`src/core/sig_pin_defines.svh`:
```
`ifndef SIG_PIN_DEFINES_SVH
`define SIG_PIN_DEFINES_SVH

// extended register indices
`define IDX_CMD_OUT 3'h0
`define IDX_VAL_LOW 3'h1
`define IDX_DIR 3'h2
`define IDX_VAL_HI 3'h3
`define IDX_DEB_RING 3'h4

// extended-op command byte layout
`define CMD_RST_BIT 7
`define CMD_RW_BIT 6
`define CMD_MARK_HI 5
`define CMD_MARK_LO 4
`define CMD_MARK 2'h3
`define CMD_LEN_HI 2
`define CMD_LEN_LO 0

// debounce / ring field positions inside the config register
`define DEB_HI 7
`define DEB_LO 4
`define RING_HI 3
`define RING_LO 0

// reset value of every register
`define REG_RESET 8'h00

// per-channel presence masks
`define MASK_LOW_4CH 8'hff
`define MASK_LOW_2CH 8'h0f
`define MASK_HI_4CH 4'hf
`define MASK_HI_2CH 4'h3

// pins belonging to each interrupt pair, order {x2[3:0], low[7:0]}
`define PAIR_A_PINS 12'h30f
`define PAIR_B_PINS 12'hcf0

// ring codes with a constant level
`define RING_CODE_HIGH 4'h0
`define RING_CODE_LOW 4'hf

// time base
`define CLK_PERIOD_NS 20
`define TICK_PERIOD_NS 1000000
`define MS_CYCLES (`TICK_PERIOD_NS / `CLK_PERIOD_NS)
`define DEB_UNIT_MS 2
`define RING_HALF_UNIT_MS 1

`endif

```
`src/core/sig_pin_pkg.sv`:
```
package sig_pin_pkg;

	// serial command interface states
	typedef enum logic [1:0] {
		ST_IDLE = 2'b00,
		ST_CMD = 2'b01,
		ST_DATA = 2'b10,
		ST_DONE = 2'b11
	} ser_state_t;

	typedef logic [2:0] reg_idx_t;

endpackage

```
`src/core/signaling_pin_interface.sv`:
```
`timescale 1ns/10ps
`include "sig_pin_defines.svh"

// Functional notes
// - writing output register drives dedicated command pins
// - low register maps x_1/x_0 per channel
// - reads return debounced status of input pins
// - writes drive only pins configured as outputs
// - direction bit: zero input, one output
// - reset makes every programmable pin input
// - high register: x_2 values and directions
// - stable change updates status, raises pair interrupt for input pins only
// - debounce interval is two ms times code
// - code zero disables debounce and interrupts
// - config register also holds ring field
// - ring: 0 high, 15 low, else square
// - command: rw, length, registers sent highest first
module signaling_pin_interface #(
	parameter int NUM_CH = 4,
	parameter int MS_CYCLES = `MS_CYCLES
) (
	// clock, reset, enable
	input wire logic CLK,
	input wire logic RST_N,
	input wire logic CE,
	// serial control interface
	input wire logic SER_CS_N,
	input wire logic SER_CLK,
	input wire logic SER_DIN,
	output logic SER_DOUT,
	output logic SER_DOUT_OE,
	// dedicated command outputs
	output logic [7:0] CMD_OUT,
	// programmable bidirectional pins
	input wire logic [11:0] SIG_PIN_IN,
	output logic [11:0] SIG_PIN_OUT,
	output logic [11:0] SIG_PIN_OE,
	// interrupts
	output logic IRQ_PAIR_A,
	output logic IRQ_PAIR_B,
	// ring generator
	output logic RING_TONE_OUTPUT
);

	localparam int TW = (MS_CYCLES > 2) ? $clog2(MS_CYCLES) : 1;
	localparam logic [7:0] MASK_LO = (NUM_CH == 4) ? `MASK_LOW_4CH : `MASK_LOW_2CH;
	localparam logic [3:0] MASK_HI = (NUM_CH == 4) ? `MASK_HI_4CH : `MASK_HI_2CH;

	if (NUM_CH != 2 && NUM_CH != 4) begin : g_chk_ch
		$error("signaling_pin_interface: NUM_CH must be 2 or 4");
	end
	if (MS_CYCLES < 2) begin : g_chk_ms
		$error("signaling_pin_interface: MS_CYCLES must be at least 2");
	end

	////////////////////////////////////////////////////////////////////////////
	// declarations

	logic [14:0] sync1_ff;
	logic [14:0] sync2_ff;
	logic clk_d_ff;
	logic [11:0] s_pins;
	logic s_din;
	logic s_clk;
	logic s_cs_n;
	logic sclk_rise;
	logic sclk_fall;

	logic [TW-1:0] tick_cnt_ff;
	logic tick_ff;

	sig_pin_pkg::ser_state_t state_ff;
	logic [2:0] bit_cnt_ff;
	logic [7:0] shift_ff;
	logic [7:0] rx_byte;
	logic rw_ff;
	sig_pin_pkg::reg_idx_t idx_ff;
	logic soft_rst_ff;
	logic rd_cmd_ff;
	logic wr_en_ff;
	sig_pin_pkg::reg_idx_t wr_idx_ff;
	logic [7:0] wr_data_ff;

	logic [7:0] tx_ff;
	logic dout_ff;
	logic oe_ff;
	logic [7:0] rd_byte;

	logic [7:0] cmd_ff;
	logic [7:0] val_lo_ff;
	logic [7:0] dir_lo_ff;
	logic [3:0] val_hi_ff;
	logic [3:0] dir_hi_ff;
	logic [7:0] cfg_ff;

	logic [11:0] stat;
	logic [11:0] chg;
	logic [11:0] dir_all;
	logic [11:0] in_chg;
	logic irq_a_ff;
	logic irq_b_ff;
	logic ring;

	////////////////////////////////////////////////////////////////////////////
	// input synchronisers, order {cs_n, sclk, din, pins}

	always_ff @(posedge CLK or negedge RST_N) begin
		if (!RST_N) begin
			sync1_ff <= 15'h4000;
			sync2_ff <= 15'h4000;
			clk_d_ff <= 1'b0;
		end else if (CE) begin
			sync1_ff <= {SER_CS_N, SER_CLK, SER_DIN, SIG_PIN_IN};
			sync2_ff <= sync1_ff;
			clk_d_ff <= sync2_ff[13];
		end
	end

	// synchronised views and serial clock edges
	assign s_pins = sync2_ff[11:0];
	assign s_din = sync2_ff[12];
	assign s_clk = sync2_ff[13];
	assign s_cs_n = sync2_ff[14];
	assign sclk_rise = s_clk & ~clk_d_ff;
	assign sclk_fall = ~s_clk & clk_d_ff;
	assign rx_byte = {shift_ff[6:0], s_din};

	////////////////////////////////////////////////////////////////////////////
	// millisecond tick from the master clock

	always_ff @(posedge CLK or negedge RST_N) begin
		if (!RST_N) begin
			tick_cnt_ff <= '0;
			tick_ff <= 1'b0;
		end else if (CE) begin
			if (tick_cnt_ff == TW'(MS_CYCLES - 1)) begin
				tick_cnt_ff <= '0;
				tick_ff <= 1'b1;
			end else begin
				tick_cnt_ff <= tick_cnt_ff + 1'b1;
				tick_ff <= 1'b0;
			end
		end
	end

	////////////////////////////////////////////////////////////////////////////
	// serial command decoder, msb first, sampled on rising sclk

	always_ff @(posedge CLK or negedge RST_N) begin
		if (!RST_N) begin
			state_ff <= sig_pin_pkg::ST_IDLE;
			bit_cnt_ff <= 3'h0;
			shift_ff <= 8'h00;
			rw_ff <= 1'b0;
			idx_ff <= 3'h0;
			soft_rst_ff <= 1'b0;
			rd_cmd_ff <= 1'b0;
			wr_en_ff <= 1'b0;
			wr_idx_ff <= 3'h0;
			wr_data_ff <= 8'h00;
		end else if (CE) begin
			soft_rst_ff <= 1'b0;
			rd_cmd_ff <= 1'b0;
			wr_en_ff <= 1'b0;
			if (s_cs_n) begin
				state_ff <= sig_pin_pkg::ST_IDLE;
				bit_cnt_ff <= 3'h0;
			end else if (state_ff == sig_pin_pkg::ST_IDLE) begin
				state_ff <= sig_pin_pkg::ST_CMD;
				bit_cnt_ff <= 3'h0;
			end else if (sclk_rise) begin
				shift_ff <= rx_byte;
				bit_cnt_ff <= bit_cnt_ff + 3'h1;
				if (bit_cnt_ff == 3'h7) begin
					case (state_ff)
						sig_pin_pkg::ST_CMD: begin
							if (rx_byte[`CMD_MARK_HI:`CMD_MARK_LO] != `CMD_MARK) begin
								state_ff <= sig_pin_pkg::ST_DONE;
							end else if (rx_byte[`CMD_RST_BIT]) begin
								soft_rst_ff <= 1'b1;
								state_ff <= sig_pin_pkg::ST_DONE;
							end else begin
								// length code n: n+1 bytes, index n first
								rw_ff <= rx_byte[`CMD_RW_BIT];
								idx_ff <= rx_byte[`CMD_LEN_HI:`CMD_LEN_LO];
								rd_cmd_ff <= rx_byte[`CMD_RW_BIT];
								state_ff <= sig_pin_pkg::ST_DATA;
							end
						end
						sig_pin_pkg::ST_DATA: begin
							wr_en_ff <= ~rw_ff;
							wr_idx_ff <= idx_ff;
							wr_data_ff <= rx_byte;
							// count down to register 0, then ignore the rest
							if (idx_ff == 3'h0) begin
								state_ff <= sig_pin_pkg::ST_DONE;
							end else begin
								idx_ff <= idx_ff - 3'h1;
							end
						end
						default: begin
						end
					endcase
				end
			end
		end
	end

	////////////////////////////////////////////////////////////////////////////
	// read data: outputs return written value, inputs debounced status

	always_comb begin
		rd_byte = 8'h00;
		case (idx_ff)
			`IDX_VAL_LOW: rd_byte = ((dir_lo_ff & val_lo_ff) | (~dir_lo_ff & stat[7:0])) & MASK_LO;
			`IDX_DIR: rd_byte = dir_lo_ff;
			`IDX_VAL_HI: rd_byte = {((dir_hi_ff & val_hi_ff) | (~dir_hi_ff & stat[11:8])) & MASK_HI,
				dir_hi_ff};
			`IDX_DEB_RING: rd_byte = cfg_ff;
			default: rd_byte = 8'h00;
		endcase
	end

	////////////////////////////////////////////////////////////////////////////
	// serial output, shifted on falling sclk, byte loaded at bit 0

	always_ff @(posedge CLK or negedge RST_N) begin
		if (!RST_N) begin
			tx_ff <= 8'h00;
			dout_ff <= 1'b0;
			oe_ff <= 1'b0;
		end else if (CE) begin
			oe_ff <= (state_ff == sig_pin_pkg::ST_DATA) && rw_ff && !s_cs_n;
			if (sclk_fall && state_ff == sig_pin_pkg::ST_DATA && rw_ff) begin
				if (bit_cnt_ff == 3'h0) begin
					dout_ff <= rd_byte[7];
					tx_ff <= {rd_byte[6:0], 1'b0};
				end else begin
					dout_ff <= tx_ff[7];
					tx_ff <= {tx_ff[6:0], 1'b0};
				end
			end
		end
	end

	////////////////////////////////////////////////////////////////////////////
	// extended registers, cleared by either reset

	always_ff @(posedge CLK or negedge RST_N) begin
		if (!RST_N) begin
			cmd_ff <= `REG_RESET;
			val_lo_ff <= `REG_RESET;
			dir_lo_ff <= `REG_RESET;
			val_hi_ff <= 4'h0;
			dir_hi_ff <= 4'h0;
			cfg_ff <= `REG_RESET;
		end else if (CE) begin
			if (soft_rst_ff) begin
				cmd_ff <= `REG_RESET;
				val_lo_ff <= `REG_RESET;
				dir_lo_ff <= `REG_RESET;
				val_hi_ff <= 4'h0;
				dir_hi_ff <= 4'h0;
				cfg_ff <= `REG_RESET;
			end else if (wr_en_ff) begin
				case (wr_idx_ff)
					`IDX_CMD_OUT: cmd_ff <= wr_data_ff & MASK_LO;
					`IDX_VAL_LOW: val_lo_ff <= wr_data_ff & MASK_LO;
					`IDX_DIR: dir_lo_ff <= wr_data_ff & MASK_LO;
					`IDX_VAL_HI: begin
						val_hi_ff <= wr_data_ff[7:4] & MASK_HI;
						dir_hi_ff <= wr_data_ff[3:0] & MASK_HI;
					end
					// reserved debounce codes are stored as written
					`IDX_DEB_RING: cfg_ff <= wr_data_ff;
					default: begin
					end
				endcase
			end
		end
	end

	////////////////////////////////////////////////////////////////////////////
	// pin drivers: enable follows the direction bit

	assign dir_all = {dir_hi_ff, dir_lo_ff};
	assign SIG_PIN_OUT = {val_hi_ff, val_lo_ff};
	assign SIG_PIN_OE = dir_all;
	assign CMD_OUT = cmd_ff;
	assign SER_DOUT = dout_ff;
	assign SER_DOUT_OE = oe_ff;

	////////////////////////////////////////////////////////////////////////////
	// one debouncer per present pin

	for (genvar i = 0; i < 12; i++) begin : g_deb
		if ((i < 8 && (i / 2) < NUM_CH) || (i >= 8 && (i - 8) < NUM_CH)) begin : g_on
			sig_debounce #(
				.CODE_W(4)
			) u_deb (
				.clk(CLK),
				.rst_n(RST_N),
				.ce(CE),
				.soft_rst(soft_rst_ff),
				.tick(tick_ff),
				.pin(s_pins[i]),
				.code(cfg_ff[`DEB_HI:`DEB_LO]),
				.status(stat[i]),
				.changed(chg[i])
			);
		end else begin : g_off
			assign stat[i] = 1'b0;
			assign chg[i] = 1'b0;
		end
	end

	////////////////////////////////////////////////////////////////////////////
	// pair interrupts: set on debounced input change, cleared by a read command

	assign in_chg = chg & ~dir_all;

	always_ff @(posedge CLK or negedge RST_N) begin
		if (!RST_N) begin
			irq_a_ff <= 1'b0;
			irq_b_ff <= 1'b0;
		end else if (CE) begin
			if (soft_rst_ff) begin
				irq_a_ff <= 1'b0;
				irq_b_ff <= 1'b0;
			end else begin
				// set wins over the clear
				irq_a_ff <= (|(in_chg & `PAIR_A_PINS)) | (irq_a_ff & ~rd_cmd_ff);
				irq_b_ff <= (|(in_chg & `PAIR_B_PINS)) | (irq_b_ff & ~rd_cmd_ff);
			end
		end
	end

	assign IRQ_PAIR_A = irq_a_ff;
	assign IRQ_PAIR_B = irq_b_ff;

	////////////////////////////////////////////////////////////////////////////
	// ring generator

	ring_tone_gen u_ring (
		.clk(CLK),
		.rst_n(RST_N),
		.ce(CE),
		.soft_rst(soft_rst_ff),
		.tick(tick_ff),
		.code(cfg_ff[`RING_HI:`RING_LO]),
		.ring(ring)
	);

	assign RING_TONE_OUTPUT = ring;

endmodule

```
`src/core/sig_debounce.sv`:
```
`timescale 1ns/10ps
`include "sig_pin_defines.svh"

module sig_debounce #(
	parameter int CODE_W = 4
) (
	// clock and control
	input wire logic clk,
	input wire logic rst_n,
	input wire logic ce,
	input wire logic soft_rst,
	input wire logic tick,
	// pin and interval
	input wire logic pin,
	input wire logic [CODE_W-1:0] code,
	// debounced result
	output logic status,
	output logic changed
);

	logic cand_ff;
	logic status_ff;
	logic changed_ff;
	logic [CODE_W:0] cnt_ff;
	logic [CODE_W:0] limit;

	if (CODE_W < 1) begin : g_chk
		$error("sig_debounce: CODE_W must be at least 1");
	end

	// interval in ms: two ms per code step
	assign limit = (CODE_W + 1)'(32'(code) * `DEB_UNIT_MS);
	assign status = status_ff;
	assign changed = changed_ff;

	////////////////////////////////////////////////////////////////////////////
	// stability timer and status update
	always_ff @(posedge clk or negedge rst_n) begin
		if (!rst_n) begin
			cand_ff <= 1'b0;
			status_ff <= 1'b0;
			changed_ff <= 1'b0;
			cnt_ff <= '0;
		end else if (ce) begin
			changed_ff <= 1'b0;
			if (soft_rst) begin
				cand_ff <= 1'b0;
				status_ff <= 1'b0;
				cnt_ff <= '0;
			end else if (code == '0) begin
				// no debounce: status follows pin, no change event
				status_ff <= pin;
				cand_ff <= pin;
				cnt_ff <= '0;
			end else if (pin != cand_ff) begin
				// new level restarts the timer
				cand_ff <= pin;
				cnt_ff <= '0;
			end else if (cand_ff != status_ff && tick) begin
				if (cnt_ff + 1'b1 >= limit) begin
					status_ff <= cand_ff;
					changed_ff <= 1'b1;
					cnt_ff <= '0;
				end else begin
					cnt_ff <= cnt_ff + 1'b1;
				end
			end
		end
	end

endmodule

```
`src/core/ring_tone_gen.sv`:
```
`timescale 1ns/10ps
`include "sig_pin_defines.svh"

module ring_tone_gen (
	// clock and control
	input wire logic clk,
	input wire logic rst_n,
	input wire logic ce,
	input wire logic soft_rst,
	input wire logic tick,
	// waveform code
	input wire logic [3:0] code,
	// ring output
	output logic ring
);

	logic ring_ff;
	logic [3:0] cnt_ff;
	logic [3:0] half;

	// half period in ms equals the code, so full period is 2 ms per step
	assign half = 4'(32'(code) * `RING_HALF_UNIT_MS);
	assign ring = ring_ff;

	////////////////////////////////////////////////////////////////////////////
	// square wave or constant level
	always_ff @(posedge clk or negedge rst_n) begin
		if (!rst_n) begin
			ring_ff <= 1'b1;
			cnt_ff <= 4'h0;
		end else if (ce) begin
			if (soft_rst || code == `RING_CODE_HIGH) begin
				ring_ff <= 1'b1;
				cnt_ff <= 4'h0;
			end else if (code == `RING_CODE_LOW) begin
				ring_ff <= 1'b0;
				cnt_ff <= 4'h0;
			end else if (tick) begin
				if (cnt_ff + 4'h1 >= half) begin
					ring_ff <= ~ring_ff;
					cnt_ff <= 4'h0;
				end else begin
					cnt_ff <= cnt_ff + 4'h1;
				end
			end
		end
	end

endmodule

```
`config.mk`:
```
export PLATFORM = sky130hd
export DESIGN_NAME = signaling_pin_interface
export DESIGN_NICKNAME = d
export VERILOG_FILES = /design/src/core/sig_pin_pkg.sv /design/src/core/signaling_pin_interface.sv /design/src/core/sig_debounce.sv /design/src/core/ring_tone_gen.sv
export VERILOG_INCLUDE_DIRS = /design/src /design/src/core
export SDC_FILE = /design/constraint.sdc
export NUM_CORES = 1
export LEC_CHECK = 0
export ABC_AREA = 1
export BUFFER_PORTS_ARGS = -buffer_cell sky130_fd_sc_hd__buf_2
export CAP_MARGIN = 10
export CORE_ASPECT_RATIO = 0.6
export CORE_MARGIN = 10
export CORE_UTILIZATION = 55
export DETAILED_ROUTE_END_ITERATION = 8
export MAX_ROUTING_LAYER = met4
export PLACE_DENSITY = 0.81
export SKIP_LAST_GASP = 1
export SLEW_MARGIN = 20
export SYNTH_ARGS = -nofsm -noshare
export SYNTH_HDL_FRONTEND = slang
export SYNTH_SLANG_ARGS = --single-unit
```
`constraint.sdc`:
```
create_clock -name CLK -period 1.8 [get_ports CLK]
set_input_delay 0.54 -clock CLK [delete_from_list [all_inputs] [get_ports CLK]]
set_output_delay 0.54 -clock CLK [all_outputs]
set_load 0.02 [all_outputs]
```
# == Yosys cells after proc, flatten, opt, wreduce, memory -nomap -nowiden ==
# Index checks and enable logic that the tools add are counted.
# word_totals
reg_bits,231
latchBits,0
mem_bits_rw,0
rom_bits,0
inputBits,18
mem_count,0
# op_classes
addsub,16
multipliers,0
div_mod_pow,0
magnitude_cmp,13
eq_ne,54
shift,0
n_mux,283
bitwise,25
n_reduce_logical,136
# ops
op,count
$mux 5,60
$mux 1,185
$reduce_bool 3->1,40
$mux 8,13
$add 5x1->5 const B,12
$ge 5x5->1,12
$reduce_and 2->1,27
$reduce_and 4->1,13
$reduce_bool 4->1,13
$mux 4,10
$ne 3x3->1 const B,11
$pmux 8 s4,1
$ne 1x1->1,24
$mux 3,6
$reduce_and 3->1,6
$add 16x1->16 const B,1
$and 8x8->8,2
$eq 16x16->1 const B,1
$logic_and 1x1->1,16
$mux 16,1
$reduce_bool 2->1,7
$and 12x12->12,1
$eq 3x2->1 const B,4
$not 12->12,1
33 further kinds,60

# == Depth between registers and ports, before layout ==
# Gate-level depths: netlist of the first run.
# logic_depth
depth_word,7
ltp_mapped,13

# == Cells and area by module ==
# Synthesis of the first run repeated with hierarchy kept, for this count alone.
# hier_totals
hier_cells,2033
area_unflattened_um2,15133.3
# modules_own_cells
module,n_inst,cells_per_inst,area_each_um2,seq_area_each_um2
sig_debounce,12,101,699.4,200.2
signaling_pin_interface,1,756,6276.0,3230.6
ring_tone_gen,1,65,464.2,126.4

# == Worst setup path before layout of the first run ==
# No wires, ideal clock.
# synth_timing
path_kind,flip-flop to flip-flop
startpoint,register g_deb[0].g_on.u_deb.cnt_ff[0]
endpoint,register g_deb[0].g_on.u_deb.cnt_ff[0]
t_arrival_ps,1761
t_required_ps,1735
setup_slack_ps,-26
path_stages_with_launch,11
path_cell_list,dfrtp_1 ha_1 nand3_1 xor2_1 inv_1 ha_1 a21oi_1 nand3_1 nor2_1 nand3b_1 nand2_1
# synth_via
elab_chain_cells,7
# synth_lines
item,line,source
"start, declared",sig_debounce.sv:24,logic [CODE_W:0] cnt_ff;
"start signal, assigned",sig_debounce.sv:65,cnt_ff <= cnt_ff + 1'b1;
$add 5x1->5 *,"sig_debounce.sv:60, sig_debounce.sv:65",
$ge 5x5->1,sig_debounce.sv:60,if (cnt_ff + 1'b1 >= limit) begin
$mux 5 *,sig_debounce.sv:60,
$mux 5 *,sig_debounce.sv:59,end else if (cand_ff != status_ff && tick) begin
$mux 5 *,sig_debounce.sv:55,end else if (pin != cand_ff) begin
$mux 5 *,sig_debounce.sv:50,end else if (code == '0) begin
$mux 5 *,sig_debounce.sv:46,if (soft_rst) begin
# Mark *: on every way between the ends. The rest lies on a longest branch, timed or not. The select of a mux whose other input is x is not followed.
# A chain may end at the register's enable or synchronous reset.

# == Worst setup path in the final report of the first run ==
# layout_timing
startpoint,register g_deb[9].g_on.u_deb.cnt_ff[1]
endpoint,register g_deb[9].g_on.u_deb.cnt_ff[1]
# layout_via
elab_chain_cells,7
# layout_lines
item,line
"start, declared",sig_debounce.sv:24
"start signal, assigned",sig_debounce.sv:65
$add 5x1->5 *,"sig_debounce.sv:60, sig_debounce.sv:65"
$ge 5x5->1,sig_debounce.sv:60
$mux 5 *,sig_debounce.sv:60
$mux 5 *,sig_debounce.sv:59
$mux 5 *,sig_debounce.sv:55
$mux 5 *,sig_debounce.sv:50
$mux 5 *,sig_debounce.sv:46
# Marks and branches as above.

==> tab_implementation.tex, run 1 <==
\begin{tabular}{lr}
\hline
Metric & Value \\
\hline
\multicolumn{2}{l}{\textbf{Drt}} \\
Detailed-route wire length per cell & 19.01 um \\
Total via count in the routed design & 12020 \\
Avg Vias per Cell & 5.721 \\
Total Routed Length & 39930 um \\
Number of nets with antenna violations after detailed routing & 0 \\
DRC violations left & 0 \\
Routed length on met2 & 18790 um \\
Metal3 WL & 3579 um \\
Metal1 wirelength & 16190 um \\
Uppermost signal routing layer after detailed routing & met4 \\
Total iterations of the first detailed-routing run & 8 \\
Drt first-iter violations & 1338 \\
\multicolumn{2}{l}{\textbf{Synth}} \\
Unique cell type count in the Yosys netlist & 45 \\
Share of synthesized flip-flops with an asynchronous set or reset & 100.0\% \\
Synthesized flop and latch total & 230 \\
Post-synth EDFFs & 0 \\
Average cell area after synthesis & 8.104 um\^{}2 \\
Fraction of synthesized cell area taken by the top area cell type & 44.25\% \\
Cells after synthesis & 1584 \\
Sequential fraction of the synthesis area & 44.87\% \\
Top FF cell, synth & dfrtp\_1 \\
Main area contributors after synthesis & dfrtp\_1 (44\%), nand2\_1 (15\%), ha\_1 (7.5\%) \\
Library cell with the largest summed area after synthesis & dfrtp\_1 \\
Number of nets produced by synthesis & 1679 \\
Count of synthesis-stage warnings from yosys & 0 \\
Cell area after technology mapping & 0.01284 mm\^{}2 \\
\multicolumn{2}{l}{\textbf{Timing}} \\
Worst hold margin & 0.2090 ns \\
Max-slew violation count & 0 \\
Largest clock skew in the final design & 0.01651 ns \\
Total negative slack & -9.863 ns \\
Post-layout min period & 2.043 ns \\
Top achievable clock speed & 489.5 MHz \\
Slew at the pin with the worst max-slew slack & 0.6264 ns \\
Share of the clock period used by the worst path & 113.5\% \\
Slack of the critical path & -0.2429 ns \\
Count of final setup violators & 86 \\
Unrepaired setup endpoints after global routing & true \\
Final-report hold violation count & 0 \\
Slew headroom & 58.01\% \\
\multicolumn{2}{l}{\textbf{Layout}} \\
Synth-to-layout area growth & 30.86\% \\
Fraction of final layout cells sized beyond drive strength 1 & 31.99\% \\
Number of standard cells in the layout, taps in and fillers out & 2101 \\
Final Core Density & 72.95\% \\
Final-stage net count & 1864 \\
\multicolumn{2}{l}{\textbf{Global route}} \\
Largest net degree at the start of global routing & 49 \\
Congestion Overflow GR & 0 \\
Number of antenna violations at the first check in global routing & 1 \\
Number of global-route vias before repair & 11900 \\
Global-route wire length before repair & 60890 um \\
Overall Global Routing Usage & 25.15\% \\
\multicolumn{2}{l}{\textbf{Clocking}} \\
TritonCTS clock tree & yes \\
Clock transition at path regs & 0.07 ns \\
Number of CTS-inserted buffers & 22 \\
Buffer levels on the longest clock path & 3 \\
H-tree lvl count & 1 \\
Worst-Skew Late Latency & 0.54 ns \\
Sinks on Clock Net & 230 \\
CTS root buffer & clkbuf\_16 \\
\multicolumn{2}{l}{\textbf{Setup path}} \\
Arr. time, crit path & 2.47 ns \\
Setup slack of the most critical reg-to-reg path & -0.24 ns \\
Data required time at the worst endpoint & 2.22 ns \\
Worst-path cell with the longest stage delay & dfrtp\_1 \\
Crit Path Category & reg2reg \\
Ordered cell list for the critical path & ha\_4 -> buf\_6 -> xor2\_2 -> ha\_1 -> inv\_1 -> o21bai\_1 -> nand2\_1 -> nand3\_4 -> inv\_4 -> nand2\_4 -> o21ai\_2 \\
Critical Path Source Type & flip-flop \\
Maximum cell stage delay along the critical path & 0.42 ns \\
Max FO, Critical Path & 3 \\
Terminus of the critical flop-to-flop path & g\_deb[9].g\_on.u\_deb.cnt\_ff[1] \\
Reg-to-reg critical path startpoint & g\_deb[9].g\_on.u\_deb.cnt\_ff[1] \\
Count of cells along the worst register-to-register path & 11 \\
Endpoint type of the worst setup path & flip-flop \\
\multicolumn{2}{l}{\textbf{Outcome}} \\
Result of the run & finished, violations left \\
Violations in the final reports & negative setup slack \\
\multicolumn{2}{l}{\textbf{Pwr}} \\
Switching share of total power & 28.31\% \\
Peak supply drop & 0.0008604 V \\
P\_leak & 0.008422 uW \\
Share of total power in the clock network & 40.4\% \\
Sequential fraction of design power & 46.2\% \\
Power per standard cell area & 745.7 mW/mm\^{}2 \\
Net Sw Power & 3546 uW \\
Internal Pwr Total & 8980 uW \\
Gate power share & 13.4\% \\
\multicolumn{2}{l}{\textbf{Min path}} \\
Endpoint of the worst hold-timing path & sync1\_ff[3] \\
Depth of the worst hold-timing path & 3 \\
Min-Delay Startpoint & SIG\_PIN\_IN[3] \\
Worst min-delay path class & in2reg \\
\multicolumn{2}{l}{\textbf{Place}} \\
Cell total after placement & 2022 \\
Post-detailed-placement half-perimeter wirelength & 25310 um \\
Routability Congestion & 0.9430 \\
Count of buffers inserted at the top-level ports & 54 \\
\multicolumn{2}{l}{\textbf{Job}} \\
Max-Cap Viols & 0 \\
\multicolumn{2}{l}{\textbf{Floorplan}} \\
Row count & 43 \\
DIE HEIGHT & 138.3 um \\
Starting Density & 55.74\% \\
I/O pins & 55 \\
Area of the core & 0.02303 mm\^{}2 \\
Die area & 0.03005 mm\^{}2 \\
Horiz. Die Dim & 217.2 um \\
\hline
\end{tabular}
[worst max path at each step]
| stage | start | slack, ns | cells past startpoint | end |
|---|---|---|---|---|
| 2_1_floorplan | g_deb[7].g_on.u_deb.cnt_ff[0] | -0.003 | 13 | g_deb[7].g_on.u_deb.status |
| 3_3_place_gp | g_deb[3].g_on.u_deb.cnt_ff[0] | -0.10 | 10 | g_deb[3].g_on.u_deb.cnt_ff[1] |
| 5_1_grt | g_deb[9].g_on.u_deb.cnt_ff[0] | -0.30 | 11 | g_deb[9].g_on.u_deb.cnt_ff[1] |
| 4_1_cts | g_deb[9].g_on.u_deb.cnt_ff[1] | -0.11 | 11 | g_deb[9].g_on.u_deb.cnt_ff[1] |
| 3_5_place_dp | g_deb[9].g_on.u_deb.cnt_ff[0] | -0.23 | 12 | g_deb[9].g_on.u_deb.cnt_ff[0] |
| 6_report | g_deb[9].g_on.u_deb.cnt_ff[1] | -0.24 | 11 | g_deb[9].g_on.u_deb.cnt_ff[1] |
[Yosys cell counts (2+ instances only)]
cell type and instances:
o21ai_2 8, o21ai_0 121, nand3b_1 2, nor3_1 4
dfrtp_1 227, buf_2 10, o21bai_1 11, nor3_4 7
o22ai_1 10, ha_1 77, nor2_2 7, o21ai_1 35
nand2_1 506, or2_2 6, nand3_1 116, buf_6 9
nor3_2 5, nand2_2 9, clkbuf_1 11, a22oi_1 2
xnor2_1 16, nand2_4 2, nand3_2 10, and3_4 4
nor2_1 66, nand4_1 26, dfstp_2 3, a21oi_1 45
inv_1 170, xor2_1 40, inv_2 3, buf_4 3
[registers in the layout (all words and copies together) (netlist names), 2 cells and up]
register,cells
g_deb.g_on.u_deb.cnt_ff,60
tick_cnt_ff,16
sync1_ff,15
sync2_ff,15
g_deb.g_on.u_deb.cand_ff,12
g_deb.g_on.u_deb.changed,12
g_deb.g_on.u_deb.status,12
CMD_OUT,8
cfg_ff,8
dir_lo_ff,8
val_lo_ff,8
wr_data_ff,8
shift_ff,7
tx_ff,7
dir_hi_ff,4
u_ring.cnt_ff,4
val_hi_ff,4
bit_cnt_ff,3
idx_ff,3
wr_idx_ff,3
state_ff,2
[final cells by class]
type / instances / area (um^2)
timing repair buffer: 196 / 1575
fill: 1558 / 6230
clock buffer: 32 / 679.4
inverter: 173 / 666.9
antenna: 1 / 2.502
multi-input combinational: 1146 / 7610
clock inverter: 8 / 95.09
sequential: 230 / 5774
tap: 315 / 394.1
[stage by stage]
stage | setup slack [ns] | area (um^2) | total power [uW]
after floorplan | -0.003207 | 12850 | 6825
after global placement | -0.1020 | 14250 | 7367
after detailed placement | -0.2324 | 14250 | 7455
after CTS | -0.1122 | 15910 | 12400
after global routing | -0.2963 | 16800 | 12970
final | -0.2429 | 16800 | 12530
[metal layers]
layer | track usage (%) | vias to the layer above
met5 | - | -
met4 | 7.732 | 0
met3 | 6.078 | 125
met2 | 38.78 | 606
met1 | 32.23 | 5783
li1 | - | 5506
[cells in the final DEF, fill, tap and decap left out, types with 33 or more instances in the layout]
cell and instances:
o21ai_0 115, nand2_2 45, o21ai_2 34, dfrtp_1 215, nor2_1 64, a21oi_1 33
buf_2 52, inv_1 133, buf_4 115, inv_2 33, ha_1 45, nand3_1 52
nand2_1 455, nand3_2 63
[what timing repair did]
item,CTS,global route
buffers inserted,23,17
resized for setup,152,180
pin swaps,73,120
hold buffers,1,0
hold endpoints to repair,32,0
endpoints found under the setup margin,91,114
[power by group through the flow]
stage               sequential (uW)  combinational [uW]  clock, uW
finish                         5780                1680       5060
global route                   5820                1880       5260
CTS                            5770                1620       5020
detailed placement             5860                1600          0
global placement               5840                1530          0
floorplan                      5790                1030          0
[worst max-delay path: cells and delay by family (launching register included)]
kind	cells	cell delay, ns
buffers and inverters	3	0.24
XOR/XNOR	1	0.15
AO/OA/AOI/OAI	2	0.23
flip-flops	1	0.42
AND/OR/NAND/NOR	3	0.41
adder cells (fa/ha/maj)	2	0.50
[logic make-up after synthesis]
logic type | share of synthesized area (%)
adder cells (fa/ha/maj) | 7.506
buffers and inverters | 6.891
XOR/XNOR | 3.821
flip-flops | 44.87
AND/OR/NAND/NOR | 26.84
AO/OA/AOI/OAI | 10.07
Power figures use the tool's default switching activity.
==> run 2: changes to the inputs <==
- CORE_UTILIZATION: 55 -> 37
- PLACE_DENSITY: 0.81 -> 0.6
==> run 2 against run 1 <==
Against the previous run:
- the run still ends with negative setup slack left
- register-to-register slack better by 0.13 ns
- flip-flop and latch count unchanged
- combinational power about the same
- critical path depth down 1
- power down 2.7%
- clock skew up 0.0048 ns
- routed wire length down 6.1%
- largest cell class unchanged
==> tab_implementation.tex, run 2 (synthesis gave the netlist of run 1 again) <==
\begin{tabular}{lr}
\hline
Metric & Value \\
\hline
\multicolumn{2}{l}{\textbf{Timing}} \\
Slew headroom & 66.59\% (+8.6 points) \\
Top achievable clock speed & 523.4 MHz (+6.9\%) \\
Unrepaired setup endpoints after global routing & true \\
Largest clock skew in the final design & 0.02132 ns (+0.004811 ns) \\
Share of the clock period used by the worst path & 106.1\% (-7.3 points) \\
Total negative slack & -4.056 ns (+5.807 ns) \\
Final-report hold violation count & 0 (unchanged) \\
Slack of the critical path & -0.1107 ns (+0.1323 ns) \\
Post-layout min period & 1.911 ns (-0.1323 ns) \\
Count of final setup violators & 74 (-14\%) \\
Slew at the pin with the worst max-slew slack & 0.4984 ns (-0.1280 ns) \\
Max-slew violation count & 0 (unchanged) \\
\multicolumn{2}{l}{\textbf{Floorplan}} \\
Die area & 0.04279 mm\^{}2 (+42\%) \\
Row count & 52 (+21\%) \\
Area of the core & 0.03396 mm\^{}2 (+47\%) \\
Starting Density & 37.79\% (-18 points) \\
Horiz. Die Dim & 260.5 um (+20\%) \\
DIE HEIGHT & 164.3 um (+19\%) \\
I/O pins & 55 (unchanged) \\
\multicolumn{2}{l}{\textbf{Setup path}} \\
Critical Path Source Type & flip-flop \\
Crit Path Category & reg2reg \\
Max FO, Critical Path & 5 (+2) \\
Arr. time, crit path & 2.38 ns (-0.09 ns) \\
Data required time at the worst endpoint & 2.27 ns (+0.05 ns) \\
Endpoint type of the worst setup path & flip-flop \\
\multicolumn{2}{l}{\textbf{Layout}} \\
Commonest cells after routing, fill and taps aside & nand2\_1 (459), dfrtp\_1 (216), buf\_4 (145) \\
Antenna fix cells & 0 (-1) \\
Synth-to-layout area growth & 33.83\% \\
Final-stage net count & 1891 (+1.4\%) \\
Largest register by flop count & g\_deb.g\_on.u\_deb.cnt\_ff \\
Final design area excluding fillers & 0.01718 mm\^{}2 (+2.3\%) \\
Fraction of final layout cells sized beyond drive strength 1 & 33.15\% (+1.2 points) \\
Largest registers in the final layout & g\_deb.g\_on.u\_deb.cnt\_ff: 60 flops, tick\_cnt\_ff: 16 flops \\
Flip-flop count of the largest register, all copies and words added & 60 (unchanged) \\
Commonest non-fill, non-tap cell in the layout & nand2\_1 \\
\multicolumn{2}{l}{\textbf{Clocking}} \\
Sinks on Clock Net & 230 (unchanged) \\
Number of CTS-inserted buffers & 23 (+4.5\%) \\
Clock transition at path regs & 0.06 ns (about the same) \\
Buffer levels on the longest clock path & 3 (unchanged) \\
TritonCTS clock tree & yes \\
H-tree lvl count & 1 (unchanged) \\
CTS root buffer & clkbuf\_16 \\
Worst-Skew Late Latency & 0.54 ns (about the same) \\
\multicolumn{2}{l}{\textbf{Drt}} \\
Total via count in the routed design & 11480 (-4.5\%) \\
Avg Vias per Cell & 5.058 (-12\%) \\
Number of nets with antenna violations after detailed routing & 0 (unchanged) \\
Total iterations of the first detailed-routing run & 5 (-3) \\
Total Routed Length & 37490 um (-6.1\%) \\
Detailed-route wire length per cell & 16.52 um (-13\%) \\
Drt first-iter violations & 885 (-34\%) \\
DRC violations left & 0 (unchanged) \\
\multicolumn{2}{l}{\textbf{Global route}} \\
Number of antenna violations at the first check in global routing & 0 (-1) \\
Overall Global Routing Usage & 17.49\% (-7.7 points) \\
Largest net degree at the start of global routing & 46 (-6.1\%) \\
Congestion Overflow GR & 0 (unchanged) \\
Global-route wire length before repair & 59040 um (-3.0\%) \\
Number of global-route vias before repair & 10930 (-8.2\%) \\
\multicolumn{2}{l}{\textbf{Pwr}} \\
Peak supply drop & 0.0006073 V (-29\%) \\
P\_leak & 0.008524 uW (+1.2\%) \\
Power per standard cell area & 709.3 mW/mm\^{}2 (-4.9\%) \\
\multicolumn{2}{l}{\textbf{Place}} \\
Post-detailed-placement half-perimeter wirelength & 26220 um (+3.6\%) \\
Count of buffers inserted at the top-level ports & 54 (unchanged) \\
Routability Congestion & 0.9311 (-1.3\%) \\
Placement-stage cell area & 0.01458 mm\^{}2 (+2.3\%) \\
\multicolumn{2}{l}{\textbf{Outcome}} \\
Result of the run & finished, violations left \\
Violations in the final reports & negative setup slack \\
\multicolumn{2}{l}{\textbf{Job}} \\
Max-Cap Viols & 0 (unchanged) \\
\multicolumn{2}{l}{\textbf{Min path}} \\
Worst min-delay path class & in2reg \\
\hline
\end{tabular}
==> run 2: cell count changes in the layout (fill, tap and decap cells not counted), sizes merged <==
| cell | before | now |
|---|---|---|
| bufinv | 2 | 0 |
| diode | 1 | 0 |
| clkbuf | 32 | 34 |
| clkinvlp | 2 | 1 |
| buf | 195 | 221 |
==> run 2: per-layer routing <==
layer | wire length (um) | track usage (%) | part of all wire, %
met5 | 0 | - | 0
met4 | 1056 | 4.054 | 2.8
met3 | 1957 | 2.789 | 5.2
met2 | 16310 | 25.27 | 44
met1 | 18160 | 25.16 | 48
==> run 2: repair_timing <==
| action | in CTS | in global routing |
|---|---|---|
| setup endpoints to repair | 96 | 105 |
| hold endpoints to repair | 21 | 0 |
| pin swaps | 63 | 113 |
| gates resized for setup | 140 | 190 |
| hold buffers | 1 | 0 |
| setup buffers | 25 | 19 |
==> run 2: path summary, 6_finish.rpt <==
| path | from | endpoint | slack, ns | depth (start not counted) |
|---|---|---|---|---|
| worst max-delay path | g_deb[0].g_on.u_deb.cnt_ff[1] | g_deb[0].g_on.u_deb.cnt_ff[0] | -0.11 | 10 |
| min in group asynchronous | RST_N | g_deb[9].g_on.u_deb.cnt_ff[2] | 0.46 | 2 |
| max in group asynchronous | RST_N | g_deb[6].g_on.u_deb.cnt_ff[2] | 0.72 | 3 |
| worst max register to register | g_deb[0].g_on.u_deb.cnt_ff[1] | g_deb[0].g_on.u_deb.cnt_ff[0] | -0.11 | 10 |
| worst min-delay path | SER_CS_N | sync1_ff[14] | 0.21 | 3 |
| worst min register to register | sync1_ff[14] | sync1_ff[14] | 0.47 | 2 |
==> run 2: final cells by class <==
class | count | area (um^2)
clock inverter | 5 | 31.28
sequential | 230 | 5773
multi-input combinational | 1146 | 7669
fill | 3161 | 16780
tap | 459 | 574.3
inverter | 173 | 668.1
timing repair buffer | 222 | 1777
clock buffer | 34 | 686.9
==> run 2: report_power, final <==
group,internal (uW),leakage [uW],total (uW),switching (uW)
clock,2640,0.000360,4760,2120
combinational,600,0.00511,1660,1060
sequential,5480,0.00305,5770,286
==> run 2: per-stage QoR <==
stage | hold slack [ns] | instances | worst slack (ns) | total power, uW | util (%)
after CTS | 0.1927 | 2251 | -0.06850 | 12250 | 47.47
final | 0.2077 | 2269 | -0.1107 | 12190 | 50.58
after detailed placement | 0.4249 | 2186 | -0.2069 | 7476 | 42.93
after floorplan | 0.2444 | 1584 | -0.003207 | 6825 | -
after global placement | 0.4222 | 2186 | -0.1508 | 7446 | 42.93
after global routing | 0.2071 | 2269 | -0.2339 | 12750 | 50.58
==> run 2: critical path, stage by stage (launching register included) <==
cell and delay, ns:
dfrtp_1 0.41, ha_4 0.18, nand3_2 0.08, xor2_1 0.15, inv_1 0.09, ha_4 0.25, a21oi_2 0.16, nand3_2 0.13
nor2_4 0.20, nand3b_1 0.12, nand2_1 0.07
